`src/inc/aessc_defs.svh`:
```
// register offsets, field positions, command codes and timing counts
`ifndef AESSC_DEFS_SVH
`define AESSC_DEFS_SVH
`define AESSC_OFF_ENV1 8'h00
`define AESSC_OFF_PRMD 8'h04
`define AESSC_OFF_STS 8'h08
`define AESSC_OFF_ERR 8'h0C
`define AESSC_OFF_CMD 8'h10
`define AESSC_OFF_CTRL 8'h14
`define AESSC_ENV1_RST 32'h0000_0000
`define AESSC_PRMD_RST 32'h0000_0000
`define AESSC_ENV1_STAM 18
`define AESSC_ENV1_STPM 19
`define AESSC_ENV1_PCSL 24
`define AESSC_ENV1_PCSM 30
`define AESSC_PRMD_MSY_LO 18
`define AESSC_PRMD_MSY_HI 19
`define AESSC_PRMD_MSPE 24
`define AESSC_PRMD_ERROR_STOP_BROADCAST 25
`define AESSC_STS_STP 6
`define AESSC_STS_EMG 7
`define AESSC_STS_PCS 8
`define AESSC_ERR_STP 8
`define AESSC_ERR_EMG 9
`define AESSC_CMD_EMG 8'h05
`define AESSC_CMD_SHARED_STOP_LINE 8'h07
`define AESSC_CMD_STOP_IMM 8'h49
`define AESSC_CMD_STOP_DEC 8'h4A
`define AESSC_CMD_START_CONST 8'h50
`define AESSC_CMD_START_HIGH 8'h52
`define AESSC_CMD_ERROR_STOP 8'h60
`define AESSC_ONESHOT_CYC 4'h8
`define AESSC_DECEL_CYC 8'h40
`define AESSC_COND_STOP 4'h0
`define AESSC_COND_WAIT 4'h2
`define AESSC_COND_RUN 4'h8
`define AESSC_COND_DECEL 4'h9
`endif

```
`src/inc/aessc_pkg.sv`:
```
// types shared by the start/stop control block
package aessc_pkg;
  typedef enum logic [1:0] {
    AESSC_IDLE = 2'b00,
    AESSC_WAIT = 2'b01,
    AESSC_RUN = 2'b10,
    AESSC_DECEL = 2'b11
  } aessc_state_t;
endpackage

```
`src/rtl/aessc_axis_ctrl.sv`:
```
// axis external start, stop and emergency-stop control with registers
// Functional notes
// - override pin with start wait mode 01 starts only this axis
// - override pin polarity bit: 0 active low, 1 active high
// - extension status bit 8 shows override input state
// - stop enable set: low shared stop line stops running axis
// - deceleration stop only for high speed start; constant speed stops now
// - stop method bit: 0 immediate, 1 deceleration
// - shared stop line is fixed active low
// - command 07h drives 8-cycle low pulse and senses it back
// - broadcast bit set: error stop drives 8-cycle pulse on stop line
// - own stop commands still stop this axis with lines tied
// - stop by stop line sets error cause bit 8
// - extension status bit 6 shows stop line state
// - emergency input low or command 05h stops immediately
// - no operation while emergency input is low
// - emergency input is fixed active low
// - emergency input stop sets error cause bit 9; command 05h does not
// - extension status bit 7 shows emergency input state
// - emergency stop may cut last pulse; software must re-home
// - start trigger bit: 0 level, 1 edge (override pin only; start line never fires in edge mode)
// - waiting for external start reads status code 0010
//
// Our own choices: the register offsets and the plain strobed port.
`timescale 1ns/10ps
`include "aessc_defs.svh"
module aessc_axis_ctrl
  import aessc_pkg::*;
(
  input wire logic i_clock,
  input wire logic i_reset_n,
  input wire logic [7:0] i_addr,
  input wire logic [31:0] i_wdata,
  input wire logic i_wr,
  input wire logic i_rd,
  output logic [31:0] o_rdata,
  input wire logic i_position_override_input,
  input wire logic i_shared_stop_line,
  output logic o_shared_stop_line,
  output logic o_shared_stop_line_oe,
  input wire logic i_emergency_stop_input,
  input wire logic i_start_line_n,
  output logic o_pulse_enable,
  output logic o_running
);

  logic [31:0] env1_r;
  logic [31:0] prmd_r;
  logic [1:0] err_r;
  logic [2:0] pcs_sync_r;
  logic [2:0] stp_sync_r;
  logic [1:0] emg_sync_r;
  logic [1:0] sta_sync_r;
  logic [3:0] shot_cnt_r;
  logic [7:0] dec_cnt_r;
  logic high_speed_r;
  aessc_state_t state_r;
  aessc_state_t state_nxt;

  logic wr_cmd;
  logic [7:0] cmd;
  logic pcs_on;
  logic pcs_prev_on;
  logic stp_on;
  logic emg_on;
  logic sta_on;
  logic sta_prev_on;
  logic start_src;
  logic start_prev;
  logic start_fire;
  logic active;
  logic line_stop;
  logic line_decel;
  logic emg_stop;
  logic err_stop;
  logic shot_req;

  // second stage feeds logic; only the override uses its third stage, to remember for edges
  always_ff @(posedge i_clock or negedge i_reset_n) begin
    if (!i_reset_n) begin
      pcs_sync_r <= 3'h0;
      stp_sync_r <= 3'h7;
      emg_sync_r <= 2'h3;
      sta_sync_r <= 2'h3;
    end else begin
      pcs_sync_r <= {pcs_sync_r[1:0], i_position_override_input};
      stp_sync_r <= {stp_sync_r[1:0], i_shared_stop_line};
      emg_sync_r <= {emg_sync_r[0], i_emergency_stop_input};
      sta_sync_r <= {sta_sync_r[0], i_start_line_n};
    end
  end

  assign pcs_on = pcs_sync_r[1] ~^ env1_r[`AESSC_ENV1_PCSL];
  assign pcs_prev_on = pcs_sync_r[2] ~^ env1_r[`AESSC_ENV1_PCSL];
  assign stp_on = ~stp_sync_r[1];
  assign emg_on = ~emg_sync_r[1];
  assign sta_on = ~sta_sync_r[1];
  assign sta_prev_on = ~sta_sync_r[1];

  assign wr_cmd = i_wr && (i_addr == `AESSC_OFF_CMD);
  assign cmd = i_wdata[7:0];

  // the override pin replaces the shared start line for this axis only
  assign start_src = env1_r[`AESSC_ENV1_PCSM] ? pcs_on : sta_on;
  assign start_prev = env1_r[`AESSC_ENV1_PCSM] ? pcs_prev_on : sta_prev_on;
  // edge mode fires once on override turn-on, never from the start line; level mode fires while on
  assign start_fire = env1_r[`AESSC_ENV1_STAM] ?
                      (start_src && !start_prev) : start_src;

  assign active = (state_r == AESSC_RUN) || (state_r == AESSC_DECEL);
  assign line_stop = active && prmd_r[`AESSC_PRMD_MSPE] && stp_on;
  // constant-speed starts have no ramp, so they always stop at once
  assign line_decel = env1_r[`AESSC_ENV1_STPM] && high_speed_r;
  // emergency stop halts every state, including the wait for start
  assign emg_stop = (state_r != AESSC_IDLE) &&
                    (emg_on || (wr_cmd && cmd == `AESSC_CMD_EMG));
  assign err_stop = active && wr_cmd && (cmd == `AESSC_CMD_ERROR_STOP);
  assign shot_req = (wr_cmd && cmd == `AESSC_CMD_SHARED_STOP_LINE) ||
                    (err_stop && prmd_r[`AESSC_PRMD_ERROR_STOP_BROADCAST]);

  always_ff @(posedge i_clock or negedge i_reset_n) begin
    if (!i_reset_n) begin
      env1_r <= `AESSC_ENV1_RST;
      prmd_r <= `AESSC_PRMD_RST;
    end else if (i_wr) begin
      if (i_addr == `AESSC_OFF_ENV1) begin
        env1_r <= i_wdata;
      end
      if (i_addr == `AESSC_OFF_PRMD) begin
        prmd_r <= i_wdata;
      end
    end
  end

  always_comb begin
    state_nxt = state_r;
    unique case (state_r)
      AESSC_IDLE: begin
        // starts are refused while the emergency input is held
        if (wr_cmd && !emg_on) begin
          if (cmd == `AESSC_CMD_START_CONST ||
              cmd == `AESSC_CMD_START_HIGH) begin
            if (prmd_r[`AESSC_PRMD_MSY_HI:`AESSC_PRMD_MSY_LO] == 2'b01) begin
              state_nxt = AESSC_WAIT;
            end else begin
              state_nxt = AESSC_RUN;
            end
          end
        end
      end
      AESSC_WAIT: begin
        if (emg_stop) begin
          state_nxt = AESSC_IDLE;
        end else if (wr_cmd && (cmd == `AESSC_CMD_STOP_IMM ||
                                cmd == `AESSC_CMD_STOP_DEC)) begin
          state_nxt = AESSC_IDLE;
        end else if (start_fire) begin
          state_nxt = AESSC_RUN;
        end
      end
      AESSC_RUN: begin
        if (emg_stop || err_stop) begin
          state_nxt = AESSC_IDLE;
        end else if (wr_cmd && cmd == `AESSC_CMD_STOP_IMM) begin
          state_nxt = AESSC_IDLE;
        end else if (wr_cmd && cmd == `AESSC_CMD_STOP_DEC) begin
          state_nxt = high_speed_r ? AESSC_DECEL : AESSC_IDLE;
        end else if (line_stop) begin
          state_nxt = line_decel ? AESSC_DECEL : AESSC_IDLE;
        end
      end
      AESSC_DECEL: begin
        if (emg_stop || err_stop) begin
          state_nxt = AESSC_IDLE;
        end else if (wr_cmd && cmd == `AESSC_CMD_STOP_IMM) begin
          state_nxt = AESSC_IDLE;
        end else if (line_stop && !line_decel) begin
          state_nxt = AESSC_IDLE;
        end else if (dec_cnt_r == 8'h00) begin
          state_nxt = AESSC_IDLE;
        end
      end
    endcase
  end

  always_ff @(posedge i_clock or negedge i_reset_n) begin
    if (!i_reset_n) begin
      state_r <= AESSC_IDLE;
    end else begin
      state_r <= state_nxt;
    end
  end

  // the ramp itself lives elsewhere; a fixed count stands in for it
  always_ff @(posedge i_clock or negedge i_reset_n) begin
    if (!i_reset_n) begin
      dec_cnt_r <= 8'h00;
    end else if (state_r != AESSC_DECEL) begin
      dec_cnt_r <= `AESSC_DECEL_CYC;
    end else if (dec_cnt_r != 8'h00) begin
      dec_cnt_r <= dec_cnt_r - 8'h01;
    end
  end

  always_ff @(posedge i_clock or negedge i_reset_n) begin
    if (!i_reset_n) begin
      high_speed_r <= 1'b0;
    end else if (state_r == AESSC_IDLE && wr_cmd) begin
      high_speed_r <= (cmd == `AESSC_CMD_START_HIGH);
    end
  end

  // error causes are sticky; a read clears them but a new cause wins
  always_ff @(posedge i_clock or negedge i_reset_n) begin
    if (!i_reset_n) begin
      err_r <= 2'h0;
    end else begin
      if (i_rd && i_addr == `AESSC_OFF_ERR) begin
        err_r <= 2'h0;
      end
      if (line_stop && !emg_stop && !err_stop && state_nxt != state_r) begin
        err_r[0] <= 1'b1;
      end
      if (emg_stop && emg_on) begin
        err_r[1] <= 1'b1;
      end
    end
  end

  // drives low only; released otherwise so others can share the line
  always_ff @(posedge i_clock or negedge i_reset_n) begin
    if (!i_reset_n) begin
      shot_cnt_r <= 4'h0;
    end else if (shot_req) begin
      shot_cnt_r <= `AESSC_ONESHOT_CYC;
    end else if (shot_cnt_r != 4'h0) begin
      shot_cnt_r <= shot_cnt_r - 4'h1;
    end
  end

  always_ff @(posedge i_clock or negedge i_reset_n) begin
    if (!i_reset_n) begin
      o_shared_stop_line <= 1'b0;
      o_shared_stop_line_oe <= 1'b0;
    end else begin
      o_shared_stop_line <= 1'b0;
      o_shared_stop_line_oe <= shot_req || (shot_cnt_r > 4'h1);
    end
  end

  // the pulse output is cut the cycle the state drops, so the last
  // step may be short; software has to re-home after an emergency stop
  always_ff @(posedge i_clock or negedge i_reset_n) begin
    if (!i_reset_n) begin
      o_pulse_enable <= 1'b0;
      o_running <= 1'b0;
    end else begin
      o_pulse_enable <= (state_nxt == AESSC_RUN) ||
                        (state_nxt == AESSC_DECEL);
      o_running <= state_nxt != AESSC_IDLE;
    end
  end

  function automatic logic [3:0] cond_code(input aessc_state_t s);
    unique case (s)
      AESSC_IDLE: cond_code = `AESSC_COND_STOP;
      AESSC_WAIT: cond_code = `AESSC_COND_WAIT;
      AESSC_RUN: cond_code = `AESSC_COND_RUN;
      AESSC_DECEL: cond_code = `AESSC_COND_DECEL;
    endcase
  endfunction

  always_ff @(posedge i_clock or negedge i_reset_n) begin
    if (!i_reset_n) begin
      o_rdata <= 32'h0000_0000;
    end else if (i_rd) begin
      o_rdata <= 32'h0000_0000;
      unique case (i_addr)
        `AESSC_OFF_ENV1: o_rdata <= env1_r;
        `AESSC_OFF_PRMD: o_rdata <= prmd_r;
        `AESSC_OFF_STS: begin
          o_rdata[3:0] <= cond_code(state_r);
          o_rdata[`AESSC_STS_STP] <= stp_on;
          o_rdata[`AESSC_STS_EMG] <= emg_on;
          o_rdata[`AESSC_STS_PCS] <= pcs_on;
        end
        `AESSC_OFF_ERR: begin
          o_rdata[`AESSC_ERR_STP] <= err_r[0];
          o_rdata[`AESSC_ERR_EMG] <= err_r[1];
        end
        default: o_rdata <= 32'h0000_0000;
      endcase
    end else begin
      o_rdata <= 32'h0000_0000;
    end
  end

endmodule // aessc_axis_ctrl

```
`config.mk`:
```
export PLATFORM = sky130hd
export DESIGN_NAME = aessc_axis_ctrl
export DESIGN_NICKNAME = d
export VERILOG_FILES = /design/src/inc/aessc_pkg.sv /design/src/rtl/aessc_axis_ctrl.sv
export VERILOG_INCLUDE_DIRS = /design/src /design/src/inc
export SDC_FILE = /design/constraint.sdc
export NUM_CORES = 1
export LEC_CHECK = 0
export BUFFER_PORTS_ARGS = -buffer_cell sky130_fd_sc_hd__buf_4
export CAP_MARGIN = 20
export CORE_ASPECT_RATIO = 1.4
export CORE_MARGIN = 3
export CORE_UTILIZATION = 45
export DETAILED_ROUTE_END_ITERATION = 8
export MAX_ROUTING_LAYER = met4
export PLACE_DENSITY_LB_ADDON = 0.15
export SLEW_MARGIN = 15
export SYNTH_ARGS = -nofsm -noshare
export SYNTH_HDL_FRONTEND = slang
export SYNTH_SLANG_ARGS = --single-unit
export TNS_END_PERCENT = 20
```
`constraint.sdc`:
```
create_clock -name i_clock -period 3.48 [get_ports i_clock]
set_clock_uncertainty 0.2 [all_clocks]
set_input_delay 0.348 -clock i_clock [delete_from_list [all_inputs] [get_ports i_clock]]
set_output_delay 0.348 -clock i_clock [all_outputs]
set_load 0.005 [all_outputs]
```
==> results of run 1 <==
## layout by cell type, fill, tap and decap left out, types with 5 or more instances in the layout
cell and instances:
a21oi_1 8, a22oi_1 25, and3_1 8, buf_4 87, bufinv_16 5, clkbuf_16 17
dfrtp_1 118, dfstp_2 6, dlygate4sd3_1 30, inv_1 10, mux2_2 65, mux2i_1 7
nand2_1 13, nand2b_1 5, nand3_1 7, nor2_1 20, nor2b_1 26, o21ai_0 5
o22ai_1 5, or3_1 5
## sequential cells by signal, indices dropped and copies added (netlist names)
| signal | flops |
|---|---|
| o_pulse_enable | 1 |
| pcs_sync_r | 3 |
| state_r | 1 |
| dec_cnt_r | 8 |
| o_rdata | 32 |
| o_running | 1 |
| err_r | 2 |
| sta_sync_r | 2 |
| shot_cnt_r | 4 |
| emg_sync_r | 2 |
| o_shared_stop_line_oe | 1 |
| env1_r | 32 |
| high_speed_r | 1 |
| prmd_r | 32 |
| stp_sync_r | 2 |
## power by group through the flow
stage | Clock [µW] | Combinational, µW | Sequential (µW)
6_report | 1910 | 302 | 1560
5_1_grt | 2010 | 343 | 1580
4_1_cts | 1940 | 312 | 1560
3_5_place_dp | 0 | 283 | 1590
3_3_place_gp | 0 | 266 | 1590
2_1_floorplan | 0 | 155 | 1580
## critical path, delay by kind of cell
family	cells	cell delay, ns
buf+inv	2	0.66
simple gates	4	1.18
mux	1	0.35
compound gates	1	0.26
## metal layers
layer	track usage [%]	wire (µm)
met1	23.0	4930
met2	32.4	6110
met3	5.20	453
met4	6.77	191
met5	-	0
## stage by stage
step	hold WS (ns)	power [µW]	utilization [%]
2_1_floorplan	-0.148	1730	-
3_3_place_gp	0.134	1850	53.2
4_1_cts	0.00583	3820	61.5
5_1_grt	0.0144	3930	61.5
6_report	0.0218	3770	61.5
3_5_place_dp	0.140	1870	53.2
## cells by family after synthesis
logic type | after synthesis | synth area share [%]
muxes | 73 | 15.6
AOI/OAI and AO/OA | 61 | 8.04
DFF | 124 | 58.8
adders and majority gates | 4 | 0.945
and+or+nand+nor | 116 | 13.1
buffers and inverters | 31 | 2.39
xor gates and xnor gates | 7 | 1.16
other | 1 | 0.0708
## layout make-up
cell class / count / area, µm²
Timing Repair Buffer: 118 / 973
Sequential cell: 124 / 3110
Multi-Input combinational cell: 262 / 2060
Clock inverter: 10 / 189
Tap cell: 144 / 180
Fill cell: 898 / 4390
Clock buffer: 22 / 454
Inverter: 10 / 37.5
## how the worst max path moves through the flow
stage                     to
finish              err_r[0]
detailed placement  err_r[0]
global placement    err_r[0]
global route        err_r[0]
CTS                 err_r[0]
floorplan           err_r[0]
==> results.sh, run 1 <==
export IMPL_status="finished clean"
export IMPL_cts_setup_buffers=0
export IMPL_cts_tree="built"
export IMPL_combinationalPowerShare_pct=8.0
export IMPL_die_x_um=97.7
export IMPL_p_leak_uw=0.00340
export IMPL_max_slew_margin_pct=50.1
export IMPL_yosysTopAreaCellShare_pct=55.8
export IMPL_netlist_top_cells_count="dfrtp_1, mux2_2, nor2b_1, a22oi_1, nor2_1"
export IMPL_r2r_cells=6
export IMPL_pin_count=84
export IMPL_fin_cells=690
export IMPL_cp_required_ns=3.57
export IMPL_path_max_fanout=6
export IMPL_fin_crit_ns=2.69
export IMPL_ctsHoldBuffers=30
export IMPL_fmax_ghz=0.372
export IMPL_drt_wirelength_per_cell_um=16.9
export IMPL_synth_largest_area_cell="dfrtp_1"
export IMPL_ys_seq_area_share_pct=58.8
export IMPL_period_share_pct=77.3
export IMPL_ff2ff_setup_slack_ns=1.08
export IMPL_pwr_share_clk_pct=50.5
export IMPL_routed_via_density=5.33
export IMPL_syn_inst=417
export IMPL_port_buffers=82
export IMPL_dieArea_um2=13100
export IMPL_synth_area_per_cell_um2=12.7
export IMPL_synth_area_leaders="dfrtp_1, mux2_2, a22oi_1"
export IMPL_crit_type="in2reg"
export IMPL_hold_path_depth=2
export IMPL_pwr_share_seq_pct=41.5
export IMPL_rsz0062_at_grt="no"
export IMPL_drtPass1Iterations=4
export IMPL_worstHoldStart="i_wdata[3]"
export IMPL_worst_setup_path_end_kind="flop"
export IMPL_syn_area_um2=5290
export IMPL_areaGrowthSynthToFinish_pct=32.4
export IMPL_layout_setup_ws_ns=0.790
export IMPL_yosysWarnings=0
export IMPL_dp_slack_ns=0.775
export IMPL_tightest_slew_ns=0.749
export IMPL_cap_viol_max_count=0
export IMPL_first_iter_violations=134
export IMPL_post_route_cell_area_um2=7010
export IMPL_switching_share_pct=21.3
export IMPL_cpMaxStageDelayCell="dlygate4sd3_1"
export IMPL_drc=0
export IMPL_overflow=0
export IMPL_slew_viol_final=0
export IMPL_gp_congestion=0.864
export IMPL_cp_data_arrival_time_ns=2.78
export IMPL_numClockSinks=124
export IMPL_grt_pass1_vias=3941
export IMPL_synthFlopType="dfrtp_1"
export IMPL_fin_tns_setup_ns=0
export IMPL_finalSetupViolations=0
export IMPL_track_usage_pct=19.5
export IMPL_core_um2=11400
export IMPL_grt_antenna_before_repair=0
export IMPL_drive_above_1_share_pct=36.1
export IMPL_worst_ir_drop_vdd_mv=0.385
export IMPL_crit_path_start="i_wdata[6]"
export IMPL_power_density_nw_per_um2=538
export IMPL_reg2reg_from="dec_cnt_r[3]"
export IMPL_die_height_um=134
export IMPL_ctsRootBufferMaster="clkbuf_16"
export IMPL_dp_cells=628
export IMPL_ys_types=56
export IMPL_grt_pass1_wl_um=19600
export IMPL_postRouteAntennaNets=0
export IMPL_finalWirelength_um=11700
export IMPL_worstSkewPairLatency_ns=0.41
export IMPL_p_int_uw=2970
export IMPL_vias=3678
export IMPL_holdPathEnd="env1_r[3]"
export IMPL_start_kind="input port"
export IMPL_hold_viol=0
export IMPL_dpl_cell_area_um2=6060
export IMPL_cts_buffers=17
export IMPL_path_clk_slew_ns=0.06
export IMPL_synth_most_common_cell="dfrtp_1"
export IMPL_synth_edff_count=0
export IMPL_synth_seq_cells=124
export IMPL_hpwl_um=7810
export IMPL_core_rowCount=46
export IMPL_async_reset_ff_share_pct=100
export IMPL_hp_class="in2reg"
export IMPL_switchingPower_uw=805
export IMPL_cts_htree_levels=4
export IMPL_nNetsFinal=585
export IMPL_clockBufferDepth=2
export IMPL_slowest_delay_ns=0.53
export IMPL_initial_core_util_pct=46.5
export IMPL_path_cells="dlygate4sd3_1, buf_4, nor4bb_1, and4b_1, and3_1, mux2_2, or3_1, a32o_1"
export IMPL_synth_nets=469
export IMPL_post_cts_resized=0
export IMPL_antenna_cells=0
export IMPL_r2r_end="dec_cnt_r[5]"
export IMPL_grt_max_degree=66
No activity file was read; power rests on OpenSTA's default activity.
==> run 2: changes to the inputs <==
==> constraint.sdc (replaced) <==
create_clock -name i_clock -period 2.8 [get_ports i_clock]
set_clock_uncertainty 0.2 [all_clocks]
set_input_delay 0.28 -clock i_clock [delete_from_list [all_inputs] [get_ports i_clock]]
set_output_delay 0.28 -clock i_clock [all_outputs]
set_load 0.005 [all_outputs]
==> results.sh, run 2 (same netlist as run 1, synthesis figures left out) <==
export IMPL_nNetsFinal=600
export IMPL_tightest_slew_ns=0.641
export IMPL_postLayoutCoreUtil_pct=62.5
export IMPL_finalSetupViolations=0
export IMPL_top_usage_layer="met2"
export IMPL_grt_use_met1_pct=22.5
export IMPL_overflow=0
export IMPL_grt_pass1_wl_um=19800
export IMPL_ctsRootBufferMaster="clkbuf_16"
export IMPL_worst_setup_path_end_kind="flop"
export IMPL_fmax_ghz=0.368
export IMPL_initial_core_util_pct=46.5
export IMPL_mostFrequentLayoutCell="dfrtp_1"
export IMPL_clockBufferDepth=2
export IMPL_p_leak_uw=0.00345
export IMPL_port_buffers=82
export IMPL_crit_path_start="i_wdata[3]"
export IMPL_slew_viol_final=0
export IMPL_gp_congestion=0.916
export IMPL_fin_crit_ns=2.71
export IMPL_cp_data_arrival_time_ns=2.80
export IMPL_drive_above_1_share_pct=36.9
export IMPL_worst_ir_drop_vdd_mv=0.452
export IMPL_start_kind="input port"
export IMPL_cap_viol_max_count=0
export IMPL_reg2reg_from="dec_cnt_r[3]"
export IMPL_hpwl_um=7970
export IMPL_fin_tns_setup_ns=0
export IMPL_numClockSinks=124
export IMPL_drt_wirelength_per_cell_um=17.4
export IMPL_status="finished clean"
export IMPL_first_iter_violations=193
export IMPL_cts_tree="built"
export IMPL_pin_count=84
export IMPL_die_height_um=134
export IMPL_cts_buffers=17
export IMPL_hold_viol=0
export IMPL_rsz0062_at_grt="no"
export IMPL_postRouteAntennaNets=0
export IMPL_p_total_uw=4590
export IMPL_hp_class="in2reg"
export IMPL_period_share_pct=97.0
export IMPL_die_x_um=97.7
export IMPL_max_slew_margin_pct=57.3
export IMPL_cp_required_ns=2.89
export IMPL_antenna_cells=0
export IMPL_track_usage_pct=20.1
export IMPL_grtUsageMet2_pct=34.7
export IMPL_areaGrowthSynthToFinish_pct=34.6
export IMPL_drtPass1Iterations=5
export IMPL_core_rowCount=46
export IMPL_drc=0
export IMPL_routed_via_density=5.35
export IMPL_grt_max_degree=50
export IMPL_final_cell_mix="dfrtp_1, buf_4, mux2_2"
export IMPL_power_density_nw_per_um2=644
export IMPL_grt_pass1_vias=4000
export IMPL_use_met3_pct=4.94
export IMPL_cts_htree_levels=4
export IMPL_path_max_fanout=6
export IMPL_post_route_cell_area_um2=7120
export IMPL_reg_top3="env1_r x32, o_rdata x32, prmd_r x32"
export IMPL_worstSkewPairLatency_ns=0.41
export IMPL_grt_antenna_before_repair=0
export IMPL_worstHoldStart="i_addr[3]"
export IMPL_crit_type="in2reg"
export IMPL_dieArea_um2=13100
export IMPL_core_um2=11400
export IMPL_finalWirelength_um=12300
export IMPL_path_clk_slew_ns=0.05
export IMPL_dpl_cell_area_um2=6120
export IMPL_vias=3771
run 2: changes by cell type in the layout (fill, tap and decap cells not counted), moves of 2 or more:
cell,delta
buf_4,+8
dlygate4sd3_1,+7
clkbuf_8,+3
clkinv_4,-3
clkinvlp_4,+3
bufinv_16,-2
clkbuf_1,-2
run 2: timing repair:
item,CTS,global route
hold endpoints to repair,111,0
endpoints found under the setup margin,0,2
hold buffers,37,0
gates resized for setup,0,1
setup buffers,0,0
run 2: worst max-delay path: stages:
cell	delay, ns
dlygate4sd3_1	0.54
buf_4	0.15
or4b_1	0.57
or4_1	0.53
or3b_1	0.44
a21oi_4	0.21
a211oi_1	0.07
run 2: power breakdown:
part           switching (µW)  internal [µW]  leakage [µW]
registers                63.7           1890       0.00167
logic                     180            206       0.00150
clock network             759           1500      0.000292
run 2: final timing paths:
path	endpoint	slack [ns]	depth (start not counted)
worst max-delay path	shot_cnt_r[1]	0.09	7
worst max register to register	dec_cnt_r[5]	0.35	6
max in group asynchronous	emg_sync_r[1]	1.40	3
worst min-delay path	err_r[1]	0.09	3
min in group asynchronous	o_rdata[6]	0.24	2
worst min register to register	pcs_sync_r[1]	0.15	0
run 2: cell type report:
class                   instances  area (µm²)
fillers                       921        4270
flip-flops and latches        124        3110
multi-input cells             262        2070
repair buffers                133        1100
clock buffers                  23         488
well taps                     144         180
clock inverters                 9         134
inverters                      10        37.5
run 2: metrics by stage:
stage	std cells	hold WS [ns]	setup WS [ns]
2_1_floorplan	417	-0.216	0.379
3_3_place_gp	636	0.134	0.243
3_5_place_dp	636	0.138	0.175
4_1_cts	705	0.0673	0.103
5_1_grt	705	0.0952	0.00412
6_report	705	0.0934	0.0852
run 2: per-layer routing:
metal | vias up | wire length (µm)
li1 | 1759 | -
met5 | - | 0
met4 | 0 | 239
met2 | 98 | 6520
met3 | 20 | 556
met1 | 1894 | 4940
==> run 3: changes to the inputs <==
==> constraint.sdc (replaced) <==
create_clock -name i_clock -period 3.2 [get_ports i_clock]
set_clock_uncertainty 0.2 [all_clocks]
set_input_delay 0.32 -clock i_clock [delete_from_list [all_inputs] [get_ports i_clock]]
set_output_delay 0.32 -clock i_clock [all_outputs]
set_load 0.05 [all_outputs]
==> results.sh, run 3 (same netlist as run 1, synthesis figures left out) <==
export IMPL_fmax_ghz=0.353
export IMPL_grt_pass1_vias=4007
export IMPL_grt_antenna_before_repair=0
export IMPL_routed_via_density=5.39
export IMPL_rsz0062_at_grt="no"
export IMPL_switchingPower_uw=918
export IMPL_finalSetupViolations=0
export IMPL_final_cell_mix="dfrtp_1, buf_4, mux2_2"
export IMPL_holdPathEnd="env1_r[0]"
export IMPL_cts_tree="built"
export IMPL_tightest_slew_ns=0.685
export IMPL_finalWirelength_um=11800
export IMPL_status="finished clean"
export IMPL_n_fill_cell=916
export IMPL_first_iter_violations=162
export IMPL_start_kind="input port"
export IMPL_worstHoldStart="i_wdata[0]"
export IMPL_worstSkewPairLatency_ns=0.41
export IMPL_path_cells="dlygate4sd3_1, buf_4, or4b_1, or4_1, a211oi_1, nor2_1, or3b_2, nand4_1"
export IMPL_cts_buffers=17
export IMPL_gp_congestion=0.905
export IMPL_numClockSinks=124
export IMPL_multi_input_area_um2=2060
export IMPL_r2r_cells=6
export IMPL_port_buffers=82
export IMPL_slew_viol_final=0
export IMPL_areaGrowthSynthToFinish_pct=32.2
export IMPL_pwr_share_clk_pct=47.7
export IMPL_postLayoutCoreUtil_pct=61.4
export IMPL_cp_required_ns=3.26
export IMPL_path_max_fanout=6
export IMPL_crit_type="in2reg"
export IMPL_path_clk_slew_ns=0.06
export IMPL_cpMaxStageDelayCell="or4b_1"
export IMPL_fin_tns_setup_ns=0
export IMPL_nNetsFinal=590
export IMPL_hold_path_depth=2
export IMPL_drc=0
export IMPL_ff2ff_setup_slack_ns=0.72
export IMPL_hold_viol=0
export IMPL_post_route_cell_area_um2=7000
export IMPL_pin_count=84
export IMPL_antenna_cells=0
export IMPL_core_rowCount=46
export IMPL_track_usage_pct=19.6
export IMPL_pwr_share_seq_pct=43.6
export IMPL_combinationalPowerShare_pct=8.7
export IMPL_die_height_um=134
export IMPL_hp_class="in2reg"
export IMPL_p_int_uw=2990
export IMPL_initial_core_util_pct=46.5
export IMPL_max_slew_margin_pct=53.7
export IMPL_r2r_end="dec_cnt_r[5]"
export IMPL_grt_max_degree=125
export IMPL_mostFrequentLayoutCell="dfrtp_1"
export IMPL_worst_setup_path_end_kind="flop"
export IMPL_drive_above_1_share_pct=36.5
export IMPL_cp_data_arrival_time_ns=2.90
export IMPL_dieArea_um2=13100
export IMPL_switching_share_pct=23.5
export IMPL_clockBufferDepth=2
export IMPL_reg_top3="env1_r x32, o_rdata x32, prmd_r x32"
export IMPL_fin_hold_ws_ns=0.0256
export IMPL_seq_area_um2=3110
export IMPL_power_density_nw_per_um2=558
export IMPL_cts_setup_buffers=0
export IMPL_core_um2=11400
export IMPL_worst_ir_drop_vdd_mv=0.404
export IMPL_vias=3744
export IMPL_cap_viol_max_count=0
export IMPL_fin_crit_ns=2.84
export IMPL_reg2reg_from="dec_cnt_r[3]"
export IMPL_die_x_um=97.7
export IMPL_postRouteAntennaNets=0
export IMPL_period_share_pct=88.6
export IMPL_slowest_delay_ns=0.55
export IMPL_dpl_cell_area_um2=6060
export IMPL_drt_wirelength_per_cell_um=17.0
export IMPL_p_leak_uw=0.00338
export IMPL_fin_cells=695
export IMPL_overflow=0
export IMPL_dp_cells=628
export IMPL_drtPass1Iterations=4
export IMPL_grt_pass1_wl_um=19500
export IMPL_hpwl_um=7670
export IMPL_cts_htree_levels=4
export IMPL_ctsRootBufferMaster="clkbuf_16"
[run 3: cell types whose count changed in the layout (fill, tap and decap cells not counted), sizes merged]
cell,change
clkinvlp,+2
dlygate4sd3,-2
bufinv,-1
clkbuf,-5
clkinv,+4
buf,-8
[run 3: power groups by stage]
stage               logic, µW  registers (µW)  clock network, µW
detailed placement        308            1730                  0
global route              381            1720               1970
global placement          300            1730                  0
finish                    338            1700               1860
floorplan                 171            1730                  0
CTS                       345            1700               1900
[run 3: repair_timing]
action	4_1_cts	5_1_grt
resized for setup	0	0
endpoints found under the hold margin	182	0
endpoints found under the setup margin	0	0
hold buffers	35	0
[run 3: layout make-up]
cell class / count / share of cell area [%]
clock buffer: 18 / 6.27
clock inverter: 14 / 2.09
inverter: 10 / 0.536
multi-input combinational: 262 / 29.5
sequential: 124 / 44.4
tap: 144 / 2.57
timing repair buffer: 123 / 14.6
[run 3: through the flow]
| step | setup slack (ns) | power [µW] |
|---|---|---|
| floorplan | 0.739 | 1900 |
| global route | 0.352 | 4070 |
| global placement | 0.570 | 2030 |
| detailed placement | 0.524 | 2040 |
| CTS | 0.394 | 3950 |
| finish | 0.364 | 3910 |
[run 3: critical path: cells and delay by family]
family	cells	cell delay (ns)
simple gates	5	1.57
compound gates	1	0.30
buf+inv	2	0.70
[run 3: worst max path at each step]
stage	to	cells past startpoint	slack, ns	startpoint
2_1_floorplan	err_r[0]	6	0.74	i_wdata[1]
3_3_place_gp	o_running	7	0.57	i_wdata[3]
3_5_place_dp	err_r[0]	7	0.52	i_addr[2]
4_1_cts	o_running	8	0.39	i_wdata[3]
5_1_grt	err_r[0]	7	0.35	i_wdata[4]
6_report	o_running	8	0.36	i_wdata[3]
[run 3: layer usage]
metal  wire length [µm]  GRT usage (%)  vias up
met5                  0              -        -
met4                119           6.08        0
met3                473           5.10        9
met2               6350           34.2       99
met1               4870           22.0     1900
li1                   -              -     1736
